[src/logic/dbmc_params.svh]
`ifndef DBMC_PARAMS_SVH
`define DBMC_PARAMS_SVH
// register byte offsets
`define DBMC_OFF_BASE_MODE   8'h00
`define DBMC_OFF_EXT_MODE    8'h04
`define DBMC_OFF_CMD         8'h08
`define DBMC_OFF_STATUS      8'h0C
`define DBMC_OFF_SEQ         8'h10
// base mode fields
`define DBMC_BL_LSB          0
`define DBMC_BT_BIT          3
`define DBMC_CL_LSB          4
`define DBMC_DLL_RST_BIT     8
// extended mode fields
`define DBMC_DLL_DIS_BIT     0
`define DBMC_HALF_DRV_BIT    1
`define DBMC_FET_SW_BIT      2
// command register fields
`define DBMC_CMD_CS_N        0
`define DBMC_CMD_RAS_N       1
`define DBMC_CMD_CAS_N       2
`define DBMC_CMD_WE_N        3
`define DBMC_CMD_BA_LSB      4
`define DBMC_CMD_ADDR_LSB    8
`define DBMC_CMD_READ_BIT    24
`define DBMC_CMD_WRITE_BIT   25
`define DBMC_CMD_SR_ENTER    26
`define DBMC_CMD_SR_EXIT     27
// status fields
`define DBMC_ST_LOCKED       0
`define DBMC_ST_LOAD_BUSY    1
`define DBMC_ST_BURST        2
`define DBMC_ST_SELF_REF     3
`define DBMC_ST_DATA_LSB     8
// reset values
`define DBMC_BASE_RST        13'h0000
`define DBMC_EXT_RST         13'h0000
// timing
`define DBMC_LOCK_CYCLES     200
`define DBMC_LOAD_CYCLES     2
// codes
`define DBMC_BL_2            3'h1
`define DBMC_BL_4            3'h2
`define DBMC_BL_8            3'h3
`define DBMC_CL_2            3'h2
`define DBMC_CL_3            3'h3
`define DBMC_CL_2P5          3'h6
`endif

[src/logic/dbmc_pkg.sv]
package dbmc_pkg;
  typedef enum logic [3:0] {
    DBMC_IDLE  = 4'h1,
    DBMC_LOAD  = 4'h2,
    DBMC_WAIT  = 4'h4,
    DBMC_BURST = 4'h8
  } dbmc_state_t;
  typedef logic [1:0] dbmc_resp_t;
endpackage : dbmc_pkg

[src/logic/dbmc_lock_timer.sv]
`timescale 1ns/1ps
`include "dbmc_params.svh"
module dbmc_lock_timer #(
  parameter int unsigned LOCK_CYCLES = `DBMC_LOCK_CYCLES
) (
  // clock and reset
  input wire logic i_clk,
  input wire logic i_reset_n,
  input wire logic i_ce,
  // control
  input wire logic i_start,
  input wire logic i_stop,
  // status
  output logic o_locked
);
  typedef struct packed {
    logic [8:0] cnt;
    logic locked;
  } dbmc_tmr_t;
  dbmc_tmr_t s_q, s_d;
  always_comb begin
    s_d = s_q;
    if (i_stop) begin
      s_d.locked = 1'b0;
      s_d.cnt = 9'h000;
    end else if (i_start) begin
      s_d.locked = 1'b0;
      s_d.cnt = 9'(LOCK_CYCLES);
    end else if (s_q.cnt != 9'h000) begin
      s_d.cnt = s_q.cnt - 9'h001;
      if (s_q.cnt == 9'h001) s_d.locked = 1'b1;
    end
  end
  always_ff @(posedge i_clk) begin
    if (!i_reset_n) s_q <= '0;
    else if (i_ce) s_q <= s_d;
  end
  assign o_locked = s_q.locked;
endmodule : dbmc_lock_timer

[src/logic/dbmc_top.sv]
`timescale 1ns/1ps
`include "dbmc_params.svh"
module dbmc_top #(
  parameter int unsigned LOCK_CYCLES = `DBMC_LOCK_CYCLES
) (
  // clock, reset, enable
  input wire logic i_clk,
  input wire logic i_reset_n,
  input wire logic i_ce,
  // axi4-lite write address
  input wire logic [7:0] i_awaddr,
  input wire logic i_awvalid,
  output logic o_awready,
  // axi4-lite write data
  input wire logic [31:0] i_wdata,
  input wire logic [3:0] i_wstrb,
  input wire logic i_wvalid,
  output logic o_wready,
  // axi4-lite write response
  output dbmc_pkg::dbmc_resp_t o_bresp,
  output logic o_bvalid,
  input wire logic i_bready,
  // axi4-lite read address
  input wire logic [7:0] i_araddr,
  input wire logic i_arvalid,
  output logic o_arready,
  // axi4-lite read data
  output logic [31:0] o_rdata,
  output dbmc_pkg::dbmc_resp_t o_rresp,
  output logic o_rvalid,
  input wire logic i_rready,
  // burst column stream
  output logic [2:0] o_col_offset,
  output logic o_col_valid,
  output logic o_col_write,
  output logic o_col_last,
  output logic o_read_launch,
  output logic o_launch_falling,
  // mode state
  output logic o_dll_locked,
  output logic o_half_drive
);
  import dbmc_pkg::*;

  typedef struct packed {
    dbmc_state_t st;
    logic [12:0] base_mode;
    logic [12:0] ext_mode;
    logic self_ref;
    logic [1:0] load_cnt;
    logic [2:0] start_off;
    logic [2:0] beat;
    logic [2:0] last_beat;
    logic burst_wr;
    logic [2:0] lat_cnt;
    logic lat_active;
    logic lat_half;
    logic [2:0] col_offset;
    logic col_valid;
    logic col_write;
    logic col_last;
    logic read_launch;
    logic launch_falling;
    logic half_drive;
    logic awready;
    logic wready;
    logic aw_held;
    logic w_held;
    logic [7:0] awaddr;
    logic [31:0] wdata;
    logic [3:0] wstrb;
    logic bvalid;
    logic [1:0] bresp;
    logic arready;
    logic rvalid;
    logic [1:0] rresp;
    logic [31:0] rdata;
  } dbmc_top_state_t;

  dbmc_top_state_t s_q, s_d;
  logic dll_locked;
  logic dll_start;
  logic dll_stop;

  // beats in a burst minus one for a length code; reserved codes fall back to two
  function automatic logic [2:0] last_of(input logic [2:0] bl);
    if (bl == `DBMC_BL_8) last_of = 3'h7;
    else if (bl == `DBMC_BL_4) last_of = 3'h3;
    else last_of = 3'h1;
  endfunction : last_of

  // k-th offset inside the block; mask keeps the wrap inside it
  function automatic logic [2:0] col_of(input logic [2:0] start, input logic [2:0] k,
                                         input logic [2:0] lastb, input logic ilv);
    logic [2:0] raw;
    raw = ilv ? (start ^ k) : 3'(start + k);
    col_of = raw & lastb;
  endfunction : col_of

  // whole cycles of read latency before the launch edge; 2.5 uses two plus a half
  function automatic logic [2:0] lat_of(input logic [2:0] cl);
    if (cl == `DBMC_CL_3) lat_of = 3'h3;
    else lat_of = 3'h2;
  endfunction : lat_of

  logic wr_go;
  logic cmd_hit;
  logic mode_cmd;
  logic [31:0] cmd;
  logic [31:0] rd_word;

  always_comb begin
    s_d = s_q;
    dll_start = 1'b0;
    dll_stop = 1'b0;
    wr_go = 1'b0;
    cmd_hit = 1'b0;
    mode_cmd = 1'b0;
    cmd = s_q.wdata;
    rd_word = 32'h0000_0000;
    s_d.col_valid = 1'b0;
    s_d.col_last = 1'b0;
    s_d.read_launch = 1'b0;
    s_d.launch_falling = 1'b0;

    // write channels, taken in either order
    if (i_awvalid && s_q.awready) begin
      s_d.awaddr = i_awaddr;
      s_d.aw_held = 1'b1;
      s_d.awready = 1'b0;
    end
    if (i_wvalid && s_q.wready) begin
      s_d.wdata = i_wdata;
      s_d.wstrb = i_wstrb;
      s_d.w_held = 1'b1;
      s_d.wready = 1'b0;
    end
    if (s_q.aw_held && s_q.w_held && !s_q.bvalid) begin
      wr_go = 1'b1;
      s_d.aw_held = 1'b0;
      s_d.w_held = 1'b0;
      s_d.bvalid = 1'b1;
      s_d.bresp = 2'h0;
      if (s_q.awaddr == `DBMC_OFF_CMD) begin
        cmd_hit = (s_q.st == DBMC_IDLE);
      end else if (s_q.awaddr == `DBMC_OFF_BASE_MODE) begin
        s_d.bresp = 2'h0;
      end else if (s_q.awaddr == `DBMC_OFF_EXT_MODE) begin
        s_d.bresp = 2'h0;
      end else if (s_q.awaddr == `DBMC_OFF_STATUS || s_q.awaddr == `DBMC_OFF_SEQ) begin
        s_d.bresp = 2'h0;
      end else begin
        s_d.bresp = 2'h2;
      end
    end
    if (s_q.bvalid && i_bready) begin
      s_d.bvalid = 1'b0;
      s_d.awready = 1'b1;
      s_d.wready = 1'b1;
    end

    // commands arrive through the command register; busy state drops them
    mode_cmd = cmd_hit && !cmd[`DBMC_CMD_CS_N] && !cmd[`DBMC_CMD_RAS_N]
               && !cmd[`DBMC_CMD_CAS_N] && !cmd[`DBMC_CMD_WE_N];
    if (mode_cmd) begin
      s_d.st = DBMC_LOAD;
      s_d.load_cnt = 2'(`DBMC_LOAD_CYCLES - 1);
      if (!cmd[`DBMC_CMD_BA_LSB]) begin
        s_d.base_mode = cmd[`DBMC_CMD_ADDR_LSB +: 13];
        if (cmd[`DBMC_CMD_ADDR_LSB + `DBMC_DLL_RST_BIT]) dll_start = 1'b1;
      end else if (!cmd[`DBMC_CMD_BA_LSB + 1]) begin
        s_d.ext_mode = cmd[`DBMC_CMD_ADDR_LSB +: 13];
        if (cmd[`DBMC_CMD_ADDR_LSB + `DBMC_DLL_DIS_BIT]) dll_stop = 1'b1;
        else if (s_q.ext_mode[`DBMC_DLL_DIS_BIT]) dll_start = 1'b1;
      end
    end else if (cmd_hit && cmd[`DBMC_CMD_SR_ENTER] && !s_q.self_ref) begin
      s_d.self_ref = 1'b1;
      dll_stop = 1'b1;
    end else if (cmd_hit && cmd[`DBMC_CMD_SR_EXIT] && s_q.self_ref) begin
      s_d.self_ref = 1'b0;
      if (!s_q.ext_mode[`DBMC_DLL_DIS_BIT]) dll_start = 1'b1;
    end else if (cmd_hit && !s_q.self_ref
                 && (cmd[`DBMC_CMD_READ_BIT] || cmd[`DBMC_CMD_WRITE_BIT])) begin
      // one length for both directions
      s_d.last_beat = last_of(s_q.base_mode[`DBMC_BL_LSB +: 3]);
      s_d.start_off = cmd[`DBMC_CMD_ADDR_LSB +: 3] & last_of(s_q.base_mode[2:0]);
      s_d.beat = 3'h0;
      s_d.burst_wr = cmd[`DBMC_CMD_WRITE_BIT];
      if (cmd[`DBMC_CMD_WRITE_BIT]) begin
        s_d.st = DBMC_BURST;
      end else begin
        s_d.st = DBMC_WAIT;
        s_d.lat_cnt = lat_of(s_q.base_mode[`DBMC_CL_LSB +: 3]);
        s_d.lat_half = (s_q.base_mode[`DBMC_CL_LSB +: 3] == `DBMC_CL_2P5);
      end
    end

    case (s_q.st)
      DBMC_LOAD: begin
        if (s_q.load_cnt == 2'h0) s_d.st = DBMC_IDLE;
        else s_d.load_cnt = s_q.load_cnt - 2'h1;
      end
      DBMC_WAIT: begin
        if (s_q.lat_cnt == 3'h1) begin
          // launch register rises on edge n plus m itself, so a falling flag means n plus m and a half
          s_d.read_launch = 1'b1;
          s_d.launch_falling = s_q.lat_half;
          s_d.st = DBMC_BURST;
        end else begin
          s_d.lat_cnt = s_q.lat_cnt - 3'h1;
        end
      end
      DBMC_BURST: begin
        s_d.col_valid = 1'b1;
        s_d.col_write = s_q.burst_wr;
        s_d.col_offset = col_of(s_q.start_off, s_q.beat, s_q.last_beat,
                                s_q.base_mode[`DBMC_BT_BIT]);
        s_d.col_last = (s_q.beat == s_q.last_beat);
        s_d.beat = s_q.beat + 3'h1;
        if (s_q.beat == s_q.last_beat) s_d.st = DBMC_IDLE;
      end
      default: ;
    endcase
    s_d.half_drive = s_d.ext_mode[`DBMC_HALF_DRV_BIT];

    // read channel
    if (i_arvalid && s_q.arready) begin
      s_d.arready = 1'b0;
      s_d.rvalid = 1'b1;
      s_d.rresp = 2'h0;
      if (i_araddr == `DBMC_OFF_BASE_MODE) begin
        rd_word = {19'h00000, s_q.base_mode};
      end else if (i_araddr == `DBMC_OFF_EXT_MODE) begin
        rd_word = {19'h00000, s_q.ext_mode};
      end else if (i_araddr == `DBMC_OFF_CMD) begin
        rd_word = s_q.wdata;
      end else if (i_araddr == `DBMC_OFF_STATUS) begin
        rd_word = {21'h000000, s_q.col_offset, 4'h0, s_q.self_ref,
                   (s_q.st == DBMC_BURST || s_q.st == DBMC_WAIT),
                   (s_q.st == DBMC_LOAD), dll_locked};
      end else if (i_araddr == `DBMC_OFF_SEQ) begin
        rd_word = {26'h0000000, s_q.last_beat, s_q.start_off};
      end else begin
        s_d.rresp = 2'h2;
      end
      s_d.rdata = rd_word;
    end
    if (s_q.rvalid && i_rready) begin
      s_d.rvalid = 1'b0;
      s_d.arready = 1'b1;
    end
  end

  always_ff @(posedge i_clk) begin
    if (!i_reset_n) begin
      s_q <= '0;
      s_q.st <= DBMC_IDLE;
      s_q.base_mode <= `DBMC_BASE_RST;
      s_q.ext_mode <= `DBMC_EXT_RST;
      s_q.awready <= 1'b1;
      s_q.wready <= 1'b1;
      s_q.arready <= 1'b1;
    end else if (i_ce) begin
      s_q <= s_d;
    end
  end

  dbmc_lock_timer #(
    .LOCK_CYCLES(LOCK_CYCLES)
  ) u_lock (
    .i_clk(i_clk),
    .i_reset_n(i_reset_n),
    .i_ce(i_ce),
    .i_start(dll_start),
    .i_stop(dll_stop),
    .o_locked(dll_locked)
  );

  assign o_awready = s_q.awready;
  assign o_wready = s_q.wready;
  assign o_bvalid = s_q.bvalid;
  assign o_bresp = s_q.bresp;
  assign o_arready = s_q.arready;
  assign o_rvalid = s_q.rvalid;
  assign o_rresp = s_q.rresp;
  assign o_rdata = s_q.rdata;
  assign o_col_offset = s_q.col_offset;
  assign o_col_valid = s_q.col_valid;
  assign o_col_write = s_q.col_write;
  assign o_col_last = s_q.col_last;
  assign o_read_launch = s_q.read_launch;
  assign o_launch_falling = s_q.launch_falling;
  assign o_half_drive = s_q.half_drive;
  assign o_dll_locked = dll_locked;
endmodule : dbmc_top

[config.mk]
export PLATFORM = sky130hd
export DESIGN_NAME = dbmc_top
export DESIGN_NICKNAME = d
export VERILOG_FILES = /design/src/logic/dbmc_pkg.sv /design/src/logic/dbmc_lock_timer.sv /design/src/logic/dbmc_top.sv
export VERILOG_INCLUDE_DIRS = /design/src /design/src/logic
export SDC_FILE = /design/constraint.sdc
export NUM_CORES = 1
export LEC_CHECK = 0
export BUFFER_PORTS_ARGS = -buffer_cell sky130_fd_sc_hd__clkbuf_2
export CELL_PAD_IN_SITES_DETAIL_PLACEMENT = 1
export CELL_PAD_IN_SITES_GLOBAL_PLACEMENT = 1
export CORE_MARGIN = 2
export CORE_UTILIZATION = 38
export DETAILED_ROUTE_END_ITERATION = 16
export GPL_TIMING_DRIVEN = 0
export PLACE_DENSITY_LB_ADDON = 0.1
export SYNTH_ARGS = -nofsm -noshare
export SYNTH_HDL_FRONTEND = slang
export SYNTH_HIERARCHICAL = 1
export SYNTH_SLANG_ARGS = --single-unit
export TNS_END_PERCENT = 10
[constraint.sdc]
create_clock -name i_clk -period 2.9 [get_ports i_clk]
set_input_delay 0.58 -clock i_clk [delete_from_list [all_inputs] [get_ports i_clk]]
set_output_delay 0.58 -clock i_clk [all_outputs]
set_load 0.01 [all_outputs]
==> impl_metrics.tcl, run 1 <==
set metrics [dict create \
    syn2layout_area_growth_pct 21.0 \
    rsz0062_at_grt "no" \
    via_count 6258 \
    yosys.area.top_type_share_pct 42.2 \
    grt_pass1_wl_um 35300 \
    grt_antenna_before_repair 0 \
    cp-start-kind "flop" \
    intPower_mw 3.60 \
    period_share_pct 96.9 \
    die_h_um 139 \
    avgViaCountPerCell 5.20 \
    cpPeakStageDelay_ns 0.62 \
    required_ns 3.25 \
    port_buffers 104 \
    max_freq_ghz 0.356 \
    hpwlAfterDp_um 16300 \
    nFillCells 2216 \
    synth_area_leader_cell "dfxtp_1" \
    grt_usage_pct 23.1 \
    leakage_nw 3.25 \
    synth.area.top_cells "dfxtp_1 (42%), nand2_1 (9.3%), a21boi_0 (6.9%)" \
    slew_violations 0 \
    grt-ovfl-total 0 \
    clk_latency_ns 0.43 \
    slowest_stage "or4_2" \
    worst_ep_arrival_time_ns 3.16 \
    critPathKind "flop to flop" \
    cts_tree "done" \
    seq_area_frac_synth_pct 42.2 \
    synth_edf_count 0 \
    grt_pass1_vias 6346 \
    dieArea_um2 19300 \
    start_util_pct 38.7 \
    cts_buffers 17 \
    final_hold_viol_count 0 \
    critPathBufInv 1 \
    path_clk_slew_ns 0.07 \
    fin_crit_ns 2.81 \
    grt_start_max_net_pins 17 \
    core_area_um2 17900 \
    clockBufferDepth 2 \
    end_kind "flop" \
    max_slew_margin_pct 36.4 \
    cp_max_fo 8 \
    fin_worst_hold_slack_ns 0.380 \
    status "finished, final reports clean" \
    std_cell_rows 49 \
    wl_um 21900 \
    p_seq_share_pct 43.1 \
    cts_max_level 4 \
    clkPwrFrac_pct 43.5 \
    power.net_switching_mw 1.45 \
    cap_violations 0 \
    finClkSkew_ns 0.00823 \
    power_frac_comb_pct 13.5 \
    cts_hold_buf 0 \
    die_w_um 139 \
    yosys_warnings 6 \
    max_slew.worst_pin.slew_ns 0.941 \
    drive_gt1_share_pct 21.5 \
    ys_dominant_reg_cell "dfxtp_1" \
    diodes 0 \
    cts_root_buffer "clkbuf_16" \
    ant_nets 0 \
    finalPower_mw 5.05 \
    p_sw_share_pct 28.7 \
    gp_routability_congestion 0.836 \
    worstHoldPathType "input port to flop" \
    ys_seq_elements 146 \
    drtIter0Drc 374 \
    peakVddDrop_v 0.000409 \
    drt_drc_violations_left 0 \
    synth_cells 835 \
    ios 111 \
    dr.pass1.iters 4 \
    syn_area_um2 6930 \
    wire_per_inst_um 18.2 \
    post_synth.cell_area_avg_um2 8.30 \
    synth.most_common_cell "nand2_1" \
    crit_family "simple AND/OR/NAND/NOR gates" \
    powerDensity_nw_per_um2 602 \
    path_cells "or4_4 -> nand4bb_1 -> buf_4 -> nand2b_4 -> a21oi_4 -> or3b_4 -> o31ai_4 -> or4_2 -> a21oi_1" \
    final-setup-viol-count 0 \
    synth.distinct_cells 67 \
    async_flop_share_pct 0 \
    synthTopCellsByCount "nand2_1 (171), dfxtp_1 (146), a21boi_0 (64)" \
    cts_sinks 146 \
    nNetsFinal 1030 \
]
-- path summary, 6_finish.rpt --
check                         from                          to  slack (ns)  cells after the start
max           s_q[76]$_SDFFE_PN0P_  u_lock/s_q[6]$_SDFFE_PN0P_        0.09                      9
min reg2reg  s_q[136]$_SDFFE_PN0P_       s_q[136]$_SDFFE_PN0P_        0.46                      2
max reg2reg   s_q[76]$_SDFFE_PN0P_  u_lock/s_q[6]$_SDFFE_PN0P_        0.09                      9
min                    i_wdata[21]        cmd[21]$_SDFFE_PN0P_        0.38                      3
-- cells by family after synthesis --
kind of cell	Yosys count	share of synthesized area, %
AND/OR/NAND/NOR	346	24.6
AO/OA/AOI/OAI	206	20.6
flip-flops	146	42.2
buffers and inverters	111	8.70
adder cells (fa/ha/maj)	9	1.73
multiplexers	9	1.30
XOR/XNOR	7	0.884
other	1	0.0541
-- routing by layer --
| layer | share of wire, % | GRT usage, % | vias up | wire length (µm) |
|---|---|---|---|---|
| li1 | - | - | 3135 | - |
| met1 | 50 | 32.7 | 2978 | 10900 |
| met2 | 44 | 36.3 | 121 | 9740 |
| met3 | 4.2 | 3.90 | 24 | 914 |
| met4 | 1.8 | 6.96 | 0 | 402 |
| met5 | 0 | 0 | - | 0 |
-- state kept, by name, indices dropped and copies added, names as in the netlist, 3 cells and up --
register / cells
cmd: 32
o_col_offset: 3
o_rdata: 32
s_q: 57
u_lock/s_q: 9
-- per-stage QoR --
step	util, %	setup TNS, ns	setup slack, ns	std cells	instance area [µm²]
floorplan	-	0	0.114	836	6940
global placement	43.3	-2.92	-0.495	1169	7740
detailed placement	43.3	-2.95	-0.511	1169	7740
CTS	46.8	0	0.0474	1203	8370
global route	46.9	0	0.0165	1203	8390
finish	46.9	0	0.0909	1203	8390
-- cell usage in the layout (no fill, tap or decap), drive strengths merged, types with 14 or more instances in the layout --
cell / count
a22oi: 22
o21ai: 53
nor2: 24
nand2: 171
dfxtp: 146
clkbuf: 160
inv: 25
nand3: 51
buf: 58
nor2b: 32
a21oi: 14
a21boi: 64
-- power groups by stage --
stage               clock (mW)  sequential [mW]  combinational, mW
floorplan                    0             2.19              0.478
global placement             0             2.21              0.664
detailed placement           0             2.22              0.674
CTS                       2.23             2.17              0.685
global route              2.34             2.19              0.762
finish                    2.20             2.17              0.680
-- worst register-to-register path, cell delays in order (launching register included) --
cell and delay, ns:
dfxtp_1 0.31, or4_4 0.54, nand4bb_1 0.23, buf_4 0.20
nand2b_4 0.18, a21oi_4 0.22, or3b_4 0.19, o31ai_4 0.09
or4_2 0.62, a21oi_1 0.15
-- cell type report --
| cell class | instances | area (µm²) | share of cell area, % |
|---|---|---|---|
| multi-input cells | 579 | 3460 | 41.2 |
| flip-flops and latches | 146 | 2920 | 34.8 |
| plain buffers | 94 | 541 | 6.44 |
| repair buffers | 106 | 536 | 6.38 |
| clock buffers | 18 | 439 | 5.24 |
| well taps | 229 | 287 | 3.42 |
| clock inverters | 14 | 144 | 1.72 |
| inverters | 17 | 63.8 | 0.761 |
-- timing repair --
item | CTS | global route
resized for setup | 7 | 5
buffers inserted | 2 | 0
pin swaps | 1 | 0
endpoints found under the setup margin | 9 | 23
Power figures use the tool's default switching activity.
==> run 2: changes to the inputs <==
SYNTH_HIERARCHICAL = not set   (was 1)
==> impl_metrics.tcl, run 2 <==
set metrics [dict create \
    r2r_slack_ns 0.42 \
    rr_endpoint "s_q[119]$_SDFFE_PN0P_" \
    async_flop_share_pct 0 \
    finClkSkew_ns 0.0111 \
    cp-startpoint "s_q[143]$_SDFFE_PN0P_" \
    max_slew_margin_pct 39.5 \
    status "finished, final reports clean" \
    syn2layout_area_growth_pct 20.2 \
    power_frac_comb_pct 12.7 \
    period_share_pct 85.5 \
    cts_sinks 146 \
    regMostFlops "s_q" \
    clockBufferDepth 2 \
    avgViaCountPerCell 5.40 \
    drt_drc_violations_left 0 \
    ys_dominant_reg_cell "dfxtp_1" \
    critPathBufInv 2 \
    clk_latency_ns 0.44 \
    leakage_nw 3.18 \
    ctsResizeCount 0 \
    path_common_cell "clkbuf_1" \
    grt_usage_pct 24.3 \
    synth.area.top_cells "dfxtp_1 (43%), nand2_1 (8.8%), a21boi_0 (8.0%)" \
    die_w_um 138 \
    utilization_pct 46.3 \
    cts_hold_buf 0 \
    std_cell_rows 49 \
    dieArea_um2 19200 \
    worstHoldPathType "input port to flop" \
    cts_root_buffer "clkbuf_16" \
    syn_area_um2 6870 \
    cts_tree "done" \
    ys_seq_elements 146 \
    intPower_mw 3.65 \
    nNetsFinal 1004 \
    final_cell_mix "nand2_1 (162), dfxtp_1 (146), clkbuf_2 (101), nand3_1 (81), a21boi_0 (73)" \
    ant_nets 0 \
    clkPwrFrac_pct 44.2 \
    synth_cells 815 \
    path_cells "nor3_1 -> and4_1 -> clkbuf_1 -> nand4_1 -> clkbuf_1 -> nand3_1 -> o21ai_0" \
    slowest_stage "nand4_1" \
    whs_endpoint "cmd[8]$_SDFFE_PN0P_" \
    cp-start-kind "flop" \
    cap_violations 0 \
    wl_um 22800 \
    tns_ns 0 \
    die_h_um 138 \
    worst_ep_arrival_time_ns 2.78 \
    synth_edf_count 0 \
    cpPeakStageDelay_ns 0.45 \
    diodes 0 \
    r2r_start "s_q[143]$_SDFFE_PN0P_" \
    end_kind "flop" \
    ff2ff_path_depth 7 \
    peakVddDrop_v 0.000437 \
    max_slew.worst_pin.slew_ns 0.896 \
    gp_routability_congestion 0.850 \
    hpwlAfterDp_um 17100 \
    yosys_warnings 0 \
    synth_area_leader_cell "dfxtp_1" \
    final_hold_viol_count 0 \
    grt-ovfl-total 0 \
    hold_depth 3 \
    yosys.area.top_type_share_pct 42.5 \
    final-setup-viol-count 0 \
    cts_max_level 4 \
    max_freq_ghz 0.403 \
    slew_violations 0 \
    synth.most_common_cell "nand2_1" \
    grt_pass1_vias 6623 \
    core_area_um2 17800 \
    p_sw_share_pct 27.7 \
    min-delay-start "i_wdata[8]" \
    post_synth.cell_area_avg_um2 8.43 \
    drtIter0Drc 273 \
    crit_family "simple AND/OR/NAND/NOR gates" \
    nFillCells 2150 \
    largest_register_ffs 57 \
    finalPower_mw 5.04 \
    path_clk_slew_ns 0.06 \
    port_buffers 101 \
    grt_pass1_wl_um 36400 \
    ios 111 \
    fin_crit_ns 2.48 \
    grt_start_max_net_pins 17 \
    via_count 6357 \
    wire_per_inst_um 19.4 \
    drive_gt1_share_pct 22.6 \
    dr.pass1.iters 4 \
    power.net_switching_mw 1.39 \
    powerDensity_nw_per_um2 611 \
    cp_max_fo 10 \
    synthTopCellsByCount "nand2_1 (162), dfxtp_1 (146), nand3_1 (81)" \
    rsz0062_at_grt "no" \
    start_util_pct 38.5 \
    required_ns 3.20 \
    critPathKind "flop to flop" \
    grt_antenna_before_repair 0 \
    p_seq_share_pct 43.1 \
    seq_area_frac_synth_pct 42.5 \
    synth.distinct_cells 66 \
    cts_buffers 17 \
    post-cts-setup-buffers 0 \
    final_common_cell "nand2_1" \
]
run 2: cell count changes in the layout (fill, tap and decap cells not counted), moves of 7 or more:
cell and change:
nor2b_1 -21, nand3_1 +30, nand3_2 +7, a21boi_0 +9
nor2_1 +11, inv_1 -9, nand2_1 -9, nand4_1 +10
or4_1 -7, o21ai_1 -12, o21ai_2 +13, a22oi_1 -21
run 2: logic make-up (layout without fill, tap and decap cells):
family	after synthesis	count (layout)	synth area share (%)
DFF	146	146	42.5
AOI/OAI and AO/OA	176	176	17.9
and+or+nand+nor	361	361	25.7
adders and majority gates	8	8	1.57
buffers and inverters	100	233	8.34
other	1	2	0.0546
muxes	15	15	2.95
xor gates and xnor gates	8	8	1.02
run 2: power groups by stage:
stage	combinational (mW)	sequential, mW	clock [mW]
after floorplan	0.442	2.19	0
after global placement	0.616	2.21	0
after detailed placement	0.634	2.22	0
after CTS	0.641	2.17	2.25
after global routing	0.722	2.19	2.36
final	0.639	2.18	2.23
run 2: worst max path at each step:
stage,depth (start not counted),endpoint
2_1_floorplan,6,o_rdata[17]$_SDFFE_PN0P_
3_3_place_gp,7,o_rdata[31]$_SDFFE_PN0P_
3_5_place_dp,7,o_rdata[28]$_SDFFE_PN0P_
4_1_cts,7,s_q[118]$_SDFFE_PN0P_
5_1_grt,7,s_q[118]$_SDFFE_PN0P_
6_report,7,s_q[119]$_SDFFE_PN0P_
run 2: per-layer routing:
| layer | vias to the layer above | global-route usage [%] | share of wire (%) |
|---|---|---|---|
| li1 | 3053 | - | - |
| met1 | 3127 | 29.1 | 43 |
| met2 | 143 | 43.5 | 51 |
| met3 | 34 | 4.71 | 4.0 |
| met4 | 0 | 8.32 | 2.3 |
| met5 | - | 0 | 0 |
run 2: layout make-up:
cell class,instances,area [µm²],area share (%)
multi-input combinational,570,3380,40.9
clock inverter,11,129,1.56
buffer,91,539,6.53
clock buffer,21,460,5.58
inverter,9,33.8,0.409
timing repair buffer,101,505,6.12
sequential,146,2920,35.4
tap,229,287,3.47
run 2: worst reg2reg max path, cell delays in order (launching register included):
cell	delay, ns
dfxtp_1	0.37
nor3_1	0.40
and4_1	0.25
clkbuf_1	0.22
nand4_1	0.45
clkbuf_1	0.40
nand3_1	0.15
o21ai_0	0.09
run 2: metrics by stage:
step | worst slack, ns | std cells | hold slack (ns) | instance area (µm²)
CTS | 0.456 | 1178 | 0.363 | 8260
finish | 0.420 | 1178 | 0.370 | 8260
global route | 0.226 | 1178 | 0.370 | 8260
global placement | 0.149 | 1146 | 0.440 | 7670
floorplan | 0.749 | 816 | 0.428 | 6880
detailed placement | 0.125 | 1146 | 0.451 | 7670
==> run 3: changes to the inputs <==
CORE_UTILIZATION = 45   (was 38)
clock period = 3.1 ns   (was 2.9 ns; I/O delays follow)
==> impl_metrics.tcl, run 3 (synthesized netlist as in run 2, its figures left out) <==
set metrics [dict create \
    start_util_pct 45.5 \
    cts_buffers 17 \
    critPathKind "flop to flop" \
    final_cell_mix "nand2_1 (162), dfxtp_1 (146), clkbuf_2 (101), nand3_1 (81), a21boi_0 (73)" \
    finClkSkew_ns 0.00769 \
    cts_tree "done" \
    nFillCells 1867 \
    cp-start-kind "flop" \
    path_cells "nor4_2 -> nand4_1 -> clkbuf_1 -> nand3_1 -> o21ai_0" \
    drive_gt1_share_pct 22.6 \
    ant_nets 0 \
    cap_violations 0 \
    required_ns 3.39 \
    final_hold_viol_count 0 \
    critPathBufInv 1 \
    place_ws_ns 0.159 \
    slew_violations 0 \
    final-setup-viol-count 0 \
    fin_crit_ns 2.74 \
    path_clk_slew_ns 0.06 \
    drtIter0Drc 477 \
    largest_register_ffs 57 \
    via_count 6540 \
    peakVddDrop_v 0.000392 \
    powerDensity_nw_per_um2 568 \
    cts_hold_buf 0 \
    max_slew_margin_pct 29.1 \
    clk_latency_ns 0.43 \
    avgViaCountPerCell 5.75 \
    leakage_nw 3.16 \
    diodes 0 \
    clockBufferDepth 2 \
    worst_ep_arrival_time_ns 3.03 \
    die_h_um 128 \
    wire_per_inst_um 19.8 \
    grt-ovfl-total 0 \
    ctsResizeCount 0 \
    slowest_stage "nor4_2" \
    crit_family "simple AND/OR/NAND/NOR gates" \
    cp_max_fo 10 \
    post-cts-setup-buffers 0 \
    status "finished, final reports clean" \
    max_slew.worst_pin.slew_ns 1.06 \
    die_w_um 128 \
    core_area_um2 15100 \
    hpwlAfterDp_um 16900 \
    gp_routability_congestion 0.871 \
    max_freq_ghz 0.365 \
    port_buffers 101 \
    std_cell_rows 45 \
    grt_pass1_wl_um 35200 \
    grt_pass1_vias 6511 \
    drt_drc_violations_left 0 \
    rsz0062_at_grt "no" \
    ios 111 \
    cpPeakStageDelay_ns 0.93 \
    grt_start_max_net_pins 17 \
    regMostFlops "s_q" \
    cts_root_buffer "clkbuf_16" \
    grt_antenna_before_repair 0 \
    setup_slack_ns 0.362 \
    syn2layout_area_growth_pct 19.1 \
    end_kind "flop" \
    period_share_pct 88.3 \
    final_common_cell "nand2_1" \
    dr.pass1.iters 5 \
    grt_usage_pct 28.1 \
    dieArea_um2 16300 \
    worstHoldPathType "input port to flop" \
    nNetsFinal 1004 \
    wl_um 22500 \
    cts_max_level 4 \
    tns_ns 0 \
    cts_sinks 146 \
]
run 3: changes by cell type in the layout (fill, tap and decap cells not counted):
cell        previous run  this run
clkbuf_8               2         0
clkinv_2               2         4
clkinvlp_4             2         4
clkinv_4               3         2
inv_6                  2         1
run 3: final timing paths:
kind	startpoint	end	slack, ns	depth (start not counted)
min reg2reg	o_rdata[24]$_SDFFE_PN0P_	o_rdata[24]$_SDFFE_PN0P_	0.45	2
max	cmd[0]$_SDFFE_PN0P_	s_q[118]$_SDFFE_PN0P_	0.36	5
min	i_wdata[18]	cmd[18]$_SDFFE_PN0P_	0.42	3
max reg2reg	cmd[0]$_SDFFE_PN0P_	s_q[118]$_SDFFE_PN0P_	0.36	5
run 3: power breakdown:
group | internal [mW] | leakage, nW | switching, mW
registers | 1.95 | 1.18 | 0.0805
clock network | 1.18 | 0.269 | 0.825
logic | 0.227 | 1.71 | 0.383
run 3: tightest hold or removal path, cell delays in order:
cell and delay [ns]:
clkbuf_2 0.08, nand2_1 0.04, a21boi_0 0.06
run 3: layer usage:
layer  share of wire [%]  track usage [%]  vias up
li1                    -                -     3064
met1                  42             35.3     3201
met2                  49             47.8      226
met3                 5.4             4.61       49
met4                 3.0             11.9        0
met5                   0                0        -
run 3: layout make-up:
| cell class | instances | area (µm²) | area share, % |
|---|---|---|---|
| plain buffers | 91 | 539 | 6.59 |
| clock buffers | 19 | 433 | 5.29 |
| clock inverters | 13 | 136 | 1.67 |
| inverters | 9 | 33.8 | 0.413 |
| multi-input cells | 570 | 3380 | 41.3 |
| flip-flops and latches | 146 | 2920 | 35.7 |
| well taps | 188 | 235 | 2.87 |
| repair buffers | 101 | 505 | 6.17 |
run 3: stage by stage:
| stage | hold slack, ns | util (%) | power, mW | area [µm²] | std cells |
|---|---|---|---|---|---|
| 6_report | 0.424 | 54.3 | 4.65 | 8190 | 1137 |
| 3_3_place_gp | 0.441 | 50.5 | 2.64 | 7620 | 1105 |
| 5_1_grt | 0.434 | 54.3 | 4.83 | 8190 | 1137 |
| 3_5_place_dp | 0.450 | 50.5 | 2.68 | 7620 | 1105 |
| 4_1_cts | 0.419 | 54.3 | 4.66 | 8190 | 1137 |
| 2_1_floorplan | 0.428 | - | 2.46 | 6880 | 816 |
